File: src/acu_cfg.svh
// constants for the accumulator xor and compare unit
`ifndef ACU_CFG_SVH
`define ACU_CFG_SVH
`define ACU_ACC_W 32
`define ACU_WORD_W 16
`define ACU_CNT_W 6
`define ACU_CNT_MIN 6'd1
`define ACU_CNT_MAX 6'd32
`define ACU_ACC_RST 32'h0000_0000
`define ACU_MSB 31
`define ACU_HI_ZERO 16'h0000
`endif

File: src/acu_pkg.sv
// types for the accumulator xor and compare unit
package acu_pkg;
   typedef enum logic [1:0] {
      acu_xor_double_op,
      acu_xor_formatted_op,
      acu_compare_word_op,
      acu_compare_double_op
   } acu_op_e;
   typedef enum logic [2:0] {
      acu_space_input,
      acu_space_output,
      acu_space_control_relay,
      acu_space_stage,
      acu_space_timer,
      acu_space_counter,
      acu_space_special_relay
   } acu_space_e;
endpackage

File: src/acu_magnitude_cmp.sv
// unsigned magnitude comparator
`timescale 1ns/1ns
module acu_magnitude_cmp #(
   parameter int WIDTH = 32
) (
   input wire logic [WIDTH-1:0] lhs_in,
   input wire logic [WIDTH-1:0] rhs_in,
   output logic less_out,
   output logic equal_out,
   output logic greater_out
);
   initial begin
      if (WIDTH < 1) begin
         $error("acu_magnitude_cmp: WIDTH must be at least 1");
      end
   end
   assign less_out = lhs_in < rhs_in;
   assign equal_out = lhs_in == rhs_in;
   assign greater_out = lhs_in > rhs_in;
endmodule

File: src/acu_xor_compare_unit.sv
// accumulator xor and compare unit
//
// Contract
// - a double xor replaces the whole 32-bit accumulator with accumulator xor operand.
// - the double xor operand is an immediate of up to eight hex digits, not a memory word.
// - after a double xor, zero flag is result==0 and negative flag is result msb.
// - a formatted xor xors a run of 1 to 32 gathered bits into the low accumulator bits.
// - after a formatted xor, zero flag is result==0 and negative flag is result msb.
// - a formatted xor accepts the seven listed bit spaces and an immediate bit count.
// - a word compare checks the low 16 accumulator bits against one memory word only.
// - after any compare exactly one of less, equal and greater is set.
// - a double compare checks all 32 bits against two memory words or an immediate.
// - flags change when an instruction ends and hold until one writing them runs.
`timescale 1ns/1ns
`include "acu_cfg.svh"
module acu_xor_compare_unit #(
   parameter int ACC_W = `ACU_ACC_W,
   parameter int WORD_W = `ACU_WORD_W
) (
   input wire logic clk_sys_in,
   input wire logic reset_n_in,
   input wire logic acc_load_in,
   input wire logic [ACC_W-1:0] acc_load_data_in,
   input wire logic op_valid_in,
   input wire acu_pkg::acu_op_e op_code_in,
   input wire logic use_imm_in,
   input wire logic [ACC_W-1:0] imm_in,
   input wire logic [WORD_W-1:0] mem_word_lo_in,
   input wire logic [WORD_W-1:0] mem_word_hi_in,
   input wire logic [2:0] bit_space_in,
   input wire logic [`ACU_CNT_W-1:0] bit_count_in,
   input wire logic [ACC_W-1:0] bit_run_in,
   output logic [ACC_W-1:0] acc_out,
   output logic zero_result_flag_out,
   output logic negative_result_flag_out,
   output logic less_than_flag_out,
   output logic equal_flag_out,
   output logic greater_than_flag_out,
   output logic done_out,
   output logic reject_out
);
   import acu_pkg::*;

   initial begin
      if (ACC_W != 2 * WORD_W || ACC_W != `ACU_ACC_W) begin
         $error("acu_xor_compare_unit: ACC_W must be 32 and twice WORD_W");
      end
   end

   // ---------------------------------------------
   // decode
   // ---------------------------------------------
   function automatic logic [ACC_W-1:0] run_mask(input logic [`ACU_CNT_W-1:0] cnt);
      logic [ACC_W-1:0] one;
      one = {{(ACC_W-1){1'b0}}, 1'b1};
      if (cnt >= `ACU_CNT_MAX) begin
         run_mask = '1;
      end else begin
         run_mask = (one << cnt) - one;
      end
   endfunction

   wire is_xd = op_valid_in && op_code_in == acu_xor_double_op;
   wire is_xf = op_valid_in && op_code_in == acu_xor_formatted_op;
   wire is_cw = op_valid_in && op_code_in == acu_compare_word_op;
   wire is_cd = op_valid_in && op_code_in == acu_compare_double_op;
   // formatted run must name a listed space and a count of 1 to 32
   wire space_ok = bit_space_in <= 3'(acu_space_special_relay);
   wire count_ok = bit_count_in >= `ACU_CNT_MIN && bit_count_in <= `ACU_CNT_MAX;
   wire fmt_ok = space_ok && count_ok;
   wire xf_go = is_xf && fmt_ok;
   wire xf_bad = is_xf && !fmt_ok;
   wire xor_go = is_xd || xf_go;
   wire cmp_go = is_cw || is_cd;

   // ---------------------------------------------
   // datapath
   // ---------------------------------------------
   logic [ACC_W-1:0] acc;
   logic zero_flag;
   logic neg_flag;
   logic lt_flag;
   logic eq_flag;
   logic gt_flag;
   logic done;
   logic reject;

   wire [ACC_W-1:0] xd_result = acc ^ imm_in;
   wire [ACC_W-1:0] xf_result = acc ^ (bit_run_in & run_mask(bit_count_in));
   wire [ACC_W-1:0] xor_result = is_xd ? xd_result : xf_result;
   wire [ACC_W-1:0] dbl_operand = use_imm_in ? imm_in : {mem_word_hi_in, mem_word_lo_in};
   wire [ACC_W-1:0] cmp_lhs = is_cw ? {`ACU_HI_ZERO, acc[WORD_W-1:0]} : acc;
   wire [ACC_W-1:0] cmp_rhs = is_cw ? {`ACU_HI_ZERO, mem_word_lo_in} : dbl_operand;
   wire cmp_lt;
   wire cmp_eq;
   wire cmp_gt;

   acu_magnitude_cmp #(
      .WIDTH(ACC_W)
   ) u_cmp (
      .lhs_in(cmp_lhs),
      .rhs_in(cmp_rhs),
      .less_out(cmp_lt),
      .equal_out(cmp_eq),
      .greater_out(cmp_gt)
   );

   wire [ACC_W-1:0] next_acc = xor_go ? xor_result : (acc_load_in ? acc_load_data_in : acc);
   wire next_zero = xor_go ? (xor_result == '0) : zero_flag;
   wire next_neg = xor_go ? xor_result[`ACU_MSB] : neg_flag;
   wire next_lt = cmp_go ? cmp_lt : lt_flag;
   wire next_eq = cmp_go ? cmp_eq : eq_flag;
   wire next_gt = cmp_go ? cmp_gt : gt_flag;

   // ---------------------------------------------
   // registers
   // ---------------------------------------------
   always_ff @(posedge clk_sys_in or negedge reset_n_in) begin
      if (!reset_n_in) begin
         acc <= `ACU_ACC_RST;
         zero_flag <= 1'b0;
         neg_flag <= 1'b0;
         lt_flag <= 1'b0;
         eq_flag <= 1'b0;
         gt_flag <= 1'b0;
         done <= 1'b0;
         reject <= 1'b0;
      end else begin
         acc <= next_acc;
         zero_flag <= next_zero;
         neg_flag <= next_neg;
         lt_flag <= next_lt;
         eq_flag <= next_eq;
         gt_flag <= next_gt;
         done <= xor_go || cmp_go;
         reject <= xf_bad;
      end
   end

   assign acc_out = acc;
   assign zero_result_flag_out = zero_flag;
   assign negative_result_flag_out = neg_flag;
   assign less_than_flag_out = lt_flag;
   assign equal_flag_out = eq_flag;
   assign greater_than_flag_out = gt_flag;
   assign done_out = done;
   assign reject_out = reject;

   wire [ACC_W-1:0] chk_xd = acc_out ^ imm_in;
   wire [ACC_W-1:0] chk_fmask = (bit_count_in == `ACU_CNT_MAX) ? '1 :
      ~({ACC_W{1'b1}} << bit_count_in);
   wire [ACC_W-1:0] chk_xf = acc_out ^ (bit_run_in & chk_fmask);
   wire chk_wlt = acc_out[WORD_W-1:0] < mem_word_lo_in;
   wire chk_dgt = acc_out > (use_imm_in ? imm_in : {mem_word_hi_in, mem_word_lo_in});
   wire any_op = op_valid_in;
   wire chk_weq = acc_out[WORD_W-1:0] == mem_word_lo_in;
   wire chk_wgt = acc_out[WORD_W-1:0] > mem_word_lo_in;
   wire [ACC_W-1:0] chk_dop = use_imm_in ? imm_in : {mem_word_hi_in, mem_word_lo_in};
   wire chk_dlt = acc_out < chk_dop;
   wire chk_deq = acc_out == chk_dop;
endmodule

File: config.mk
export PLATFORM = sky130hd
export DESIGN_NAME = acu_xor_compare_unit
export DESIGN_NICKNAME = d
export VERILOG_FILES = /design/src/acu_pkg.sv /design/src/acu_magnitude_cmp.sv /design/src/acu_xor_compare_unit.sv
export VERILOG_INCLUDE_DIRS = /design/src
export SDC_FILE = /design/constraint.sdc
export NUM_CORES = 1
export LEC_CHECK = 0
export ABC_AREA = 1
export ABC_CLOCK_PERIOD_IN_PS = 1900
export BUFFER_PORTS_ARGS = -buffer_cell sky130_fd_sc_hd__buf_2
export CORE_AREA = 2 2 109 111
export CTS_CLUSTER_DIAMETER = 200
export CTS_CLUSTER_SIZE = 30
export DETAILED_ROUTE_END_ITERATION = 10
export DIE_AREA = 0 0 111 113
export PLACE_DENSITY_LB_ADDON = 0.15
export SYNTH_ARGS = -nofsm -noshare
export SYNTH_HDL_FRONTEND = slang
export SYNTH_SLANG_ARGS = --single-unit
File: constraint.sdc
create_clock -name clk_sys_in -period 1.9 [get_ports clk_sys_in]
set_input_delay 0.38 -clock clk_sys_in [delete_from_list [all_inputs] [get_ports clk_sys_in]]
set_output_delay 0.38 -clock clk_sys_in [all_outputs]
set_load 0.1 [all_outputs]
After elaboration in Yosys (flattened, before gate mapping)
Index checks and enable logic that the tools add are counted.
- input bits: 144
- logic and storage cells: 45
- flip-flop bits (word level): 39
- output and inout port bits: 39
- mux-type cells: 7
- bitwise gates (word level): 3
- equality and inequality tests: 4
- shift-type cells: 1
- add/subtract/negate cells: 1
- reduce and logical (&&, ||, !) cells: 15
- $lt $le $gt $ge: 6
- operators with widths (kind ; number):
    2-to-1 mux 32 bit ; 7
    bitwise XOR 32 bit ; 2
    AND 32 bit ; 1
    equality test 32 bit ; 1
    > comparator 32 bit ; 1
    logical NOT 32 bit ; 1
    less-than comparator 32 bit ; 1
    left shift 1 x 6 -> 32 bit (first input constant) ; 1
    subtractor 32 x 1 -> 32 bit (second input constant) ; 1
    logical AND 1 bit ; 8
    greater-or-equal comparator 6 x 1 -> 1 bit (second input constant) ; 1
    greater-or-equal comparator 6 bit (second input constant) ; 1
    <= comparator 6 bit (second input constant) ; 1
    equality test 2 bit (second input constant) ; 2
    <= comparator 3 bit (second input constant) ; 1
    logical OR 1 bit ; 3
    equality test 2 x 1 -> 1 bit (second input constant) ; 1
    logical NOT 2 bit ; 1
    nonzero test 2 bit ; 1
    logical NOT 1 bit ; 1

Longest topological paths before layout
Gate-level depths: netlist of the first run.
- word-level depth: 7
- depth in mapped cells: 22
- mapped depth without buffers: 21

Modules after synthesis
A second synthesis of the first run with hierarchy kept.
- cell total of the unflattened synthesis: 966
- area, all modules: 5597.9 um^2
- modules (own cells, without submodules) (module ; instances ; sequential area each (um^2) ; cells an instance ; area each (um^2)):
    acu_xor_compare_unit ; 1 ; 975.9 ; 828 ; 4714.5
    acu_magnitude_cmp ; 1 ; 0.0 ; 138 ; 883.3

Worst setup path before layout of the first run
No wires, ideal clock.
- path kind: input to register
- from: input port op_valid_in
- to: register gt_flag, in the netlist greater_than_flag_out
- slack: -706 ps
- setup time: 83 ps
- path buffers: 1
- data required time: 1817 ps
- data arrival time: 2523 ps
- stages: 15
- path through: nand2_1 -> nor2_1 -> nor2_1 -> buf_1 -> mux2i_1 -> ha_1 -> nand2_1 -> o21a_1 -> o221ai_1 -> nand2_1 -> o2111ai_1 -> nand2_1 -> nand2_1 -> nand2_1 -> o21ai_0
- cells in the longest elaborated chain, start to end: 3
- elaborated cells on any way between the ends: 6
- classes of those cells: order compare (1); mux (2); reduce/logical (3)
- RTL lines (element ; RTL line ; RTL):
    start: declaration ; acu_xor_compare_unit.sv:24 ; input wire logic op_valid_in,
    logical AND 1 bit ; acu_xor_compare_unit.sv:65 ; wire is_cw = op_valid_in && op_code_in == acu_compare_word_op;
    2-to-1 mux 32 bit, on equally long branches ; acu_xor_compare_unit.sv:92, acu_xor_compare_unit.sv:93 ;
    > comparator 32 bit ; acu_magnitude_cmp.sv:19 ; assign greater_out = lhs_in > rhs_in;
    end signal: assignment ; acu_xor_compare_unit.sv:134 ; gt_flag <= next_gt;
    end: declaration ; acu_xor_compare_unit.sv:84 ; logic gt_flag;
Parallel ways exist; a longest one is shown, timed or not.
A chain may end at the register's enable or synchronous reset.

Worst setup path in the final report of the first run
Ends and elaborated chain as after synthesis.

==> impl_metrics.json, run 1 <==
{
  "fin_tns_setup_ns": -3.04,
  "routabilityCongestion": 0.953,
  "cts_tree": "done",
  "finalPower_uw": 5450,
  "initial_core_util_pct": 46.3,
  "crit_chain": "buf_8 > nand2_8 > nor2_4 > buf_12 > inv_4 > buf_6 > nand2_2 > ha_4 > nand2_4 > nor2_2 > nand4_1 > nor4_4 > nand2_1 > nand2_2 > nand2_1 > o21ai_1",
  "hold_viol": 0,
  "arrival_ns": 2.59,
  "io_pins": 183,
  "use_met1_pct": 43.7,
  "seqCellArea_um2": 1000,
  "slew_headroom_pct": 66.1,
  "critical_path.reg2reg.startpoint": "acc_out[28]",
  "num_vias": 7920,
  "grtUsageTotal_pct": 34.2,
  "power_density_nw_per_um2": 609,
  "viasPerCell": 5.76,
  "firstDrtPassIters": 6,
  "synth_warnings": 0,
  "grtUsageMet3_pct": 5.03,
  "core_area_um2": 11300,
  "syn_nets": 1053,
  "fin_crit_sh_pct": 125,
  "cts.sink_count": 39,
  "failed_checks": "negative setup slack",
  "slowest_delay_ns": 0.33,
  "cts_buffers": 5,
  "routed_wl_um": 24600,
  "synth_edf_count": 0,
  "globalRouteOverflowTotal": 0,
  "status": "finished, violations left",
  "post-route-min-period_ns": 2.38,
  "critPathBufInv": 4,
  "placed_area_um2": 7560,
  "yosysTopAreaCell": "nand2_1",
  "synth_top_cell_area_share_pct": 20.6,
  "htreeDepth": 2,
  "antenna_cells": 0,
  "clk_latency_ns": 0.29,
  "startpoint_type": "primary input",
  "drtIter0Drc": 819,
  "cp-end-kind": "flip-flop",
  "ir_drop_mv": 0.686,
  "drc": 0,
  "nets": 1407,
  "crit_family": "simple AND/OR/NAND/NOR gates",
  "worst-r2r-setup-slack_ns": -0.36,
  "multi_input_area_um2": 4420,
  "io_buffers": 182,
  "chipWidth_um": 111,
  "grt_pass1_wl_um": 34700,
  "cp_slowest_cell": "ha_4",
  "rsz0062_at_grt": "true",
  "hold_class": "primary input to async pin",
  "ys_types": 44,
  "grt_max_degree": 29,
  "async_reset_ff_share_pct": 100,
  "setup_viol": 25,
  "required_ns": 2.11,
  "worst-setup-path-type": "primary input to flip-flop",
  "clockRootBuffer": "clkbuf_16",
  "design_area_um2": 8950,
  "leakage_uw": 0.00495,
  "row_count": 39,
  "syn-mean-instance-area_um2": 5.95,
  "layout-drive-gt1-share_pct": 48.0,
  "synthTopCellsByArea": "nand2_1, dfrtp_1, nand3_1",
  "syn_area_um2": 5220,
  "dieArea_um2": 12500,
  "ys_ff_latch": 39,
  "wl_per_cell_um": 17.9,
  "busiest_layer": "met2",
  "worstRegToRegCells": 11,
  "holdWs_ns": 0.0281,
  "synth_ff_type": "dfrtp_1",
  "antenna_found_initial": 0,
  "area_growth_syn_to_layout_pct": 71.5,
  "slew_violations": 0,
  "fin_ws_ns": -0.479,
  "fill_cells": 811,
  "cts.path.max_buffers": 2,
  "cap_violations": 0,
  "postSynthCellCount": 876,
  "grt_pass1_vias": 7274,
  "max_freq_ghz": 0.420,
  "cp_max_fo": 10,
  "fin_skew_ns": 0.00812,
  "synth.most_common_cell": "nand2_1",
  "dp_hpwl_um": 16600,
  "fp.dieH_um": 113,
  "synth_commonest_cells": "nand2_1, nor2_1, nand3_1",
  "met2_usage_pct": 58.2,
  "postRouteAntennaNets": 0,
  "timing.rr.end": "greater_than_flag_out",
  "seq_area_frac_synth_pct": 18.7,
  "place_ws_ns": -0.758,
  "worst_slew_pin_slew_ns": 0.512,
  "clk_pin_slew_worst_paths_ns": 0.07
}
-- worst max-delay path by stage --
stage                                 end       startpoint  depth (start not counted)  slack (ns)
CTS                 greater_than_flag_out      op_valid_in                         15       -0.29
finish              greater_than_flag_out      op_valid_in                         16       -0.48
floorplan            zero_result_flag_out  bit_count_in[5]                         21       -0.35
detailed placement  greater_than_flag_out      op_valid_in                         16       -0.76
global route        greater_than_flag_out       use_imm_in                         14       -0.54
global placement    greater_than_flag_out      op_valid_in                         16       -0.69
-- flip-flops by register name, summed over array words and instances, names as in the netlist --
register,cells
zero_result_flag_out,1
reject_out,1
less_than_flag_out,1
negative_result_flag_out,1
equal_flag_out,1
done_out,1
acc_out,32
greater_than_flag_out,1
-- logic make-up after synthesis --
logic type	count (synthesis)	synth area share (%)
buffers and inverters	125	10.1
AND/OR/NAND/NOR	537	46.2
adder cells (fa/ha/maj)	33	7.92
XOR/XNOR	7	1.18
flip-flops	39	18.7
multiplexers	11	2.11
AO/OA/AOI/OAI	124	13.8
-- layer usage --
layer,vias up,part of all wire (%)
met5,-,0
met4,0,5.6
met2,546,47
met1,3619,38
met3,143,9.6
li1,3612,-
-- power breakdown --
group	internal [uW]	leakage (uW)	switching, uW
logic	1180	0.00442	2200
clock network	621	0.0000838	383
registers	953	0.000453	111
total	2750	0.00495	2690
-- cell usage in the layout, fill, tap and decap left out, types with 8 or more instances in the layout --
master    synthesis  layout
nand2_1         286     242
dfrtp_1          39      22
dfrtp_2           0      15
buf_6             5      17
o22ai_1          18       8
o211ai_1         17      17
nand3_2           3      25
nor2_1           85      60
nor2_4            7      21
ha_4              0       8
nand2_4           3      14
ha_1             33      25
inv_1            81      77
nand2_2          13      45
o21ai_0          29      13
buf_2             3     172
nand4_1          24      24
o21ai_1           3      14
nor2_2           10      21
buf_12            0      13
buf_4             3     164
a21oi_1          47      40
mux2i_1          11      11
o22ai_2           0      10
buf_8             0      11
nand3_1          83      60
-- through the flow --
stage | util, % | instances
floorplan | - | 876
global placement | 67.0 | 1329
detailed placement | 67.0 | 1329
CTS | 74.0 | 1361
global route | 79.4 | 1374
finish | 79.4 | 1374
-- repair_timing --
item	in CTS	in global routing
pin swaps	60	73
buffers inserted	22	13
resized for setup	104	119
endpoints found under the setup margin	22	31
hold buffers	0	0
cloned	4	1
-- worst register-to-register path, stage by stage, from the launching register on --
cell and delay (ns):
dfrtp_2 0.45, inv_1 0.24, nor2_4 0.08, ha_4 0.27
nand2_2 0.05, nor2_2 0.12, nand4_1 0.23, nor4_4 0.31
nand2_1 0.12, nand2_2 0.11, nand2_1 0.07, o21ai_1 0.13
-- layout make-up --
type                    count  share of cell area, %
flip-flops and latches     39                   11.2
well taps                 143                   2.00
repair buffers            381                   31.5
multi-input cells         712                   49.4
inverters                  91                   4.07
clock buffers               5                   1.40
clock inverters             3                  0.489
Note: power is estimated with default switching activity, not from simulation.
==> run 2, diff against run 1 <==
ABC_CLOCK_PERIOD_IN_PS = 1970   (was 1900)
clock period = 1.97 ns   (was 1.9 ns; I/O delays follow)
==> impl_metrics.json, run 2 (synthesis gave the netlist of run 1 again) <==
{
  "status": "finished, violations left",
  "failed_checks": "negative setup slack",
  "cp-end-kind": "flip-flop",
  "crit_chain": "buf_6 > buf_4 > inv_4 > nand2_4 > nor2_4 > nand2_4 > buf_4 > nand2_2 > nor2_4 > buf_4 > nand2_1 > nand3_1 > nand3b_1 > nand2_1 > nand2_1 > nand2_2 > nor2_2 > nand2_1 > nor2_1 > nand2_1 > nand2_1",
  "ir_drop_mv": 0.689,
  "fin_skew_ns": 0.00704,
  "fill_cells": 858,
  "critPathBufInv": 5,
  "chipWidth_um": 111,
  "leakage_uw": 0.00489,
  "grt_pass1_wl_um": 34200,
  "worst_slew_pin_slew_ns": 0.518,
  "firstDrtPassIters": 7,
  "setup_viol": 12,
  "grtUsageTotal_pct": 33.7,
  "routed_wl_um": 23600,
  "initial_core_util_pct": 46.3,
  "slew_violations": 0,
  "cap_violations": 0,
  "clk_pin_slew_worst_paths_ns": 0.07,
  "slowest_delay_ns": 0.23,
  "fin_crit_sh_pct": 115,
  "fin_ws_ns": -0.286,
  "clk_latency_ns": 0.29,
  "required_ns": 2.21,
  "grt_max_degree": 31,
  "rsz0062_at_grt": "true",
  "mostFrequentLayoutCells": "nand2_1, buf_2, buf_4, inv_1, nor2_1",
  "cts.path.max_buffers": 2,
  "hold_class": "primary input to async pin",
  "layout-drive-gt1-share_pct": 45.9,
  "cp_slowest_cell": "nand3b_1",
  "area_growth_syn_to_layout_pct": 69.4,
  "htreeDepth": 2,
  "drtIter0Drc": 754,
  "nets": 1394,
  "placed_area_um2": 7440,
  "layout_commonest_cell": "nand2_1",
  "antenna_cells": 0,
  "slew_headroom_pct": 65.7,
  "max_freq_ghz": 0.443,
  "viasPerCell": 5.57,
  "post-route-min-period_ns": 2.26,
  "arrival_ns": 2.49,
  "fp.dieH_um": 113,
  "finalPower_uw": 4970,
  "dieArea_um2": 12500,
  "dp_hpwl_um": 16800,
  "postRouteAntennaNets": 0,
  "cp_max_fo": 4,
  "crit_family": "simple AND/OR/NAND/NOR gates",
  "globalRouteOverflowTotal": 0,
  "startpoint_type": "primary input",
  "dp_cells": 1318,
  "grt_pass1_vias": 7033,
  "multi_input_area_um2": 4380,
  "clockRootBuffer": "clkbuf_16",
  "cts_buffers": 5,
  "hold_viol": 0,
  "ctsHoldBuffers": 0,
  "wl_per_cell_um": 17.4,
  "design_area_um2": 8830,
  "seqCellArea_um2": 1000,
  "drc": 0,
  "num_vias": 7574,
  "core_area_um2": 11300,
  "antenna_found_initial": 0,
  "cts.sink_count": 39,
  "io_buffers": 182,
  "cts_tree": "done",
  "cp_common_cell": "nand2_1",
  "routabilityCongestion": 0.967,
  "io_pins": 183,
  "final_cells": 1361,
  "row_count": 39,
  "fin_tns_setup_ns": -1.26,
  "worst-setup-path-type": "primary input to flip-flop",
  "power_density_nw_per_um2": 563,
  "largest_reg_flops": 32
}
-- run 2: cell types whose count changed in the layout (fill, tap and decap cells not counted), sizes merged --
| cell | delta |
|---|---|
| bufinv | -1 |
| clkinv | -1 |
| buf | -17 |
| clkbuf | +6 |
-- run 2: path summary, 6_finish.rpt --
kind                            cells after the start  slack [ns]                startpoint                  endpoint
max in group asynchronous                           2        1.40                reset_n_in               acc_out[23]
worst max-delay path                               21       -0.29           bit_count_in[5]      zero_result_flag_out
min in group clk_sys_in                             3        0.37       acc_load_data_in[0]                acc_out[0]
worst min-delay path                                1        0.06                reset_n_in                acc_out[2]
worst min register to register                      2        0.51  negative_result_flag_out  negative_result_flag_out
worst max register to register                     13       -0.12               acc_out[17]     greater_than_flag_out
-- run 2: area by class of cell --
class / count / share of cell area, %
clock buffers: 7 / 1.61
clock inverters: 1 / 0.0566
inverters: 91 / 4.38
multi-input cells: 712 / 49.6
flip-flops and latches: 39 / 11.3
well taps: 143 / 2.03
repair buffers: 368 / 31.0
-- run 2: timing repair --
item | 4_1_cts | 5_1_grt
cloned | 2 | 6
endpoints found under the setup margin | 32 | 30
gates resized for setup | 126 | 103
buffers inserted | 16 | 16
pin swaps | 54 | 66
-- run 2: per-stage QoR --
| stage | utilization, % | hold slack, ns | setup WS (ns) |
|---|---|---|---|
| final | 78.4 | 0.0564 | -0.286 |
| after global routing | 78.4 | 0.0818 | -0.459 |
| after CTS | 72.9 | 0.0694 | -0.141 |
| after detailed placement | 66.0 | 0.380 | -0.688 |
| after global placement | 66.0 | 0.379 | -0.673 |
| after floorplan | - | 0.0984 | -0.293 |
-- run 2: per-layer routing --
| layer | vias up | track usage [%] | part of all wire, % |
|---|---|---|---|
| met5 | - | 0 | 0 |
| met4 | 0 | 10.8 | 4.1 |
| met3 | 81 | 4.93 | 8.6 |
| met2 | 410 | 58.8 | 48 |
| met1 | 3502 | 43.3 | 40 |
| li1 | 3581 | - | - |
-- run 2: power by group --
| group | internal, uW | total (uW) | leakage [uW] | switching [uW] |
|---|---|---|---|---|
| Clock | 504 | 868 | 0.0000739 | 364 |
| Combinational | 1050 | 3070 | 0.00436 | 2020 |
| Sequential | 919 | 1030 | 0.000455 | 113 |
| Total | 2480 | 4970 | 0.00489 | 2500 |
==> run 3, diff against run 2 <==
ABC_AREA = default   (was 1)
CORE_AREA = 2 2 107 109   (was 2 2 109 111)
DIE_AREA = 0 0 109 111   (was 0 0 111 113)
RECOVER_POWER = 100   (was default)
==> impl_metrics.json, run 3 <==
{
  "design_area_um2": 8550,
  "firstDrtPassIters": 5,
  "grtUsageMet3_pct": 4.06,
  "syn_nets": 812,
  "ys_types": 66,
  "num_vias": 6796,
  "cts.sink_count": 39,
  "dieArea_um2": 12100,
  "chipWidth_um": 109,
  "hold_class": "primary input to flip-flop",
  "slew_headroom_pct": 43.0,
  "grt_pass1_vias": 6335,
  "holdWs_ns": 0.358,
  "syn-mean-instance-area_um2": 7.73,
  "use_met1_pct": 49.1,
  "row_count": 39,
  "max_freq_ghz": 0.357,
  "post-route-min-period_ns": 2.80,
  "cap_violations": 0,
  "clk_latency_ns": 0.29,
  "drc": 0,
  "grt_max_degree": 32,
  "dp_hpwl_um": 18200,
  "met2_usage_pct": 62.3,
  "grt_pass1_wl_um": 34500,
  "ir_drop_mv": 0.732,
  "antenna_found_initial": 0,
  "area_growth_syn_to_layout_pct": 74.2,
  "seq_area_frac_synth_pct": 19.9,
  "fin_ws_ns": -0.829,
  "postSynthCellCount": 635,
  "fill_cells": 811,
  "core_area_um2": 11100,
  "fp.dieH_um": 111,
  "ys_ff_latch": 39,
  "cp_max_fo": 5,
  "synthTopCellsByArea": "dfrtp_1, ha_1, mux2i_1",
  "rsz0062_at_grt": "true",
  "synth.most_common_cell": "nand2_1",
  "failed_checks": "negative setup slack",
  "fin_skew_ns": 0.00674,
  "syn_area_um2": 4910,
  "status": "finished, violations left",
  "leakage_uw": 0.00417,
  "synth_top_cell_area_share_pct": 19.9,
  "clk_pin_slew_worst_paths_ns": 0.07,
  "arrival_ns": 2.99,
  "crit_family": "simple AND/OR/NAND/NOR gates",
  "layout_commonest_cell": "buf_4",
  "required_ns": 2.16,
  "finalPower_uw": 5720,
  "synth_commonest_cells": "nand2_1, o21ai_0, a21oi_1",
  "mostFrequentLayoutCells": "buf_4, buf_2, nand2_1, dfrtp_1",
  "slowest_delay_ns": 0.40,
  "placed_area_um2": 7260,
  "wl_per_cell_um": 22.1,
  "io_buffers": 182,
  "globalRouteOverflowTotal": 0,
  "power_density_nw_per_um2": 669,
  "worst-setup-path-type": "primary input to flip-flop",
  "crit_chain": "buf_6 > or3_4 > nor3_4 > inv_2 > ha_4 > or3b_4 > a21o_1 > a211oi_1 > a2111oi_2 > a41oi_1 > nor4_1 > nand4_1 > o41ai_2",
  "clockRootBuffer": "clkbuf_16",
  "busiest_layer": "met2",
  "cts_buffers": 5,
  "setup_viol": 37,
  "largest_reg_flops": 32,
  "worst_slew_pin_slew_ns": 0.855,
  "layout-drive-gt1-share_pct": 53.5,
  "synth_warnings": 0,
  "worst-r2r-setup-slack_ns": -0.40,
  "htreeDepth": 2,
  "viasPerCell": 5.99,
  "cp-end-kind": "flip-flop",
  "drtIter0Drc": 573,
  "routabilityCongestion": 1.07,
  "routed_wl_um": 25100,
  "initial_core_util_pct": 44.3,
  "synth_ff_type": "dfrtp_1",
  "critPathBufInv": 2,
  "synth_edf_count": 0,
  "cts.path.max_buffers": 2,
  "antenna_cells": 0,
  "fin_crit_sh_pct": 142,
  "postRouteAntennaNets": 0,
  "async_reset_ff_share_pct": 100,
  "cts_tree": "done",
  "startpoint_type": "primary input",
  "nets": 1168,
  "yosysTopAreaCell": "dfrtp_1",
  "io_pins": 183,
  "place_ws_ns": -1.22,
  "slew_violations": 0,
  "hold_viol": 0,
  "cp_slowest_cell": "or3_4",
  "grtUsageTotal_pct": 37.9
}
-- run 3: changes by cell type after synthesis, sizes merged, moves of 23 or more --
cell and change:
mux2i +23, inv -70, nand2 -229, nand3 -72, o21ai +37, nor2 -79
-- run 3: cell type report --
class                      count  area (um2)  area share (%)
clock buffer                   5         125            1.46
tap                          143         179            2.09
sequential                    39         976            11.4
multi-input combinational    532        4370            51.1
clock inverter                 3        43.8           0.512
inverter                      20        75.1           0.878
timing repair buffer         393        2790            32.6
-- run 3: repair_timing --
action                     4_1_cts  5_1_grt
hold buffers                     1        0
pin swaps                       34       31
hold endpoints to repair         8        0
setup buffers                   20       20
cloned                           2        5
resized for setup               82      112
setup endpoints to repair       35       36
-- run 3: power by group --
part	internal (uW)	switching (uW)	leakage, uW
Combinational	1370	2290	0.00363
Clock	600	397	0.0000838
Sequential	927	133	0.000463
Total	2900	2820	0.00417
-- run 3: worst paths after layout --
kind,from,to,depth (start not counted)
setup / recovery,bit_count_in[5],zero_result_flag_out,13
hold / removal,acc_load_data_in[31],acc_out[31],3
setup reg to reg,acc_out[28],greater_than_flag_out,7
hold reg to reg,less_than_flag_out,less_than_flag_out,2
max in group asynchronous,reset_n_in,acc_out[16],3
min in group asynchronous,reset_n_in,equal_flag_out,2
-- run 3: cell families after synthesis --
kind of cell             count (synthesis)  synth area share, %
multiplexers                            51                 10.8
adder cells (fa/ha/maj)                 33                 8.41
flip-flops                              39                 19.9
AND/OR/NAND/NOR                        211                 22.6
AO/OA/AOI/OAI                          204                 26.8
buffers and inverters                   66                 5.96
XOR/XNOR                                31                 5.53
-- run 3: layer usage --
| layer | share of wire (%) | vias to the layer above |
|---|---|---|
| li1 | - | 3080 |
| met2 | 48 | 437 |
| met1 | 39 | 3183 |
| met5 | 0 | - |
| met3 | 8.1 | 96 |
| met4 | 5.7 | 0 |
-- run 3: per-stage QoR --
| step | util, % | cells | setup TNS [ns] |
|---|---|---|---|
| 2_1_floorplan | - | 635 | -9.92 |
| 3_3_place_gp | 65.5 | 1083 | -21.66 |
| 3_5_place_dp | 65.5 | 1083 | -22.41 |
| 4_1_cts | 71.2 | 1111 | -7.84 |
| 5_1_grt | 77.2 | 1135 | -13.43 |
| 6_report | 77.2 | 1135 | -11.01 |
-- run 3: tightest hold or removal path, stage by stage --
cell and delay [ns]:
buf_2 0.08, a31oi_1 0.06, o21ai_1 0.08
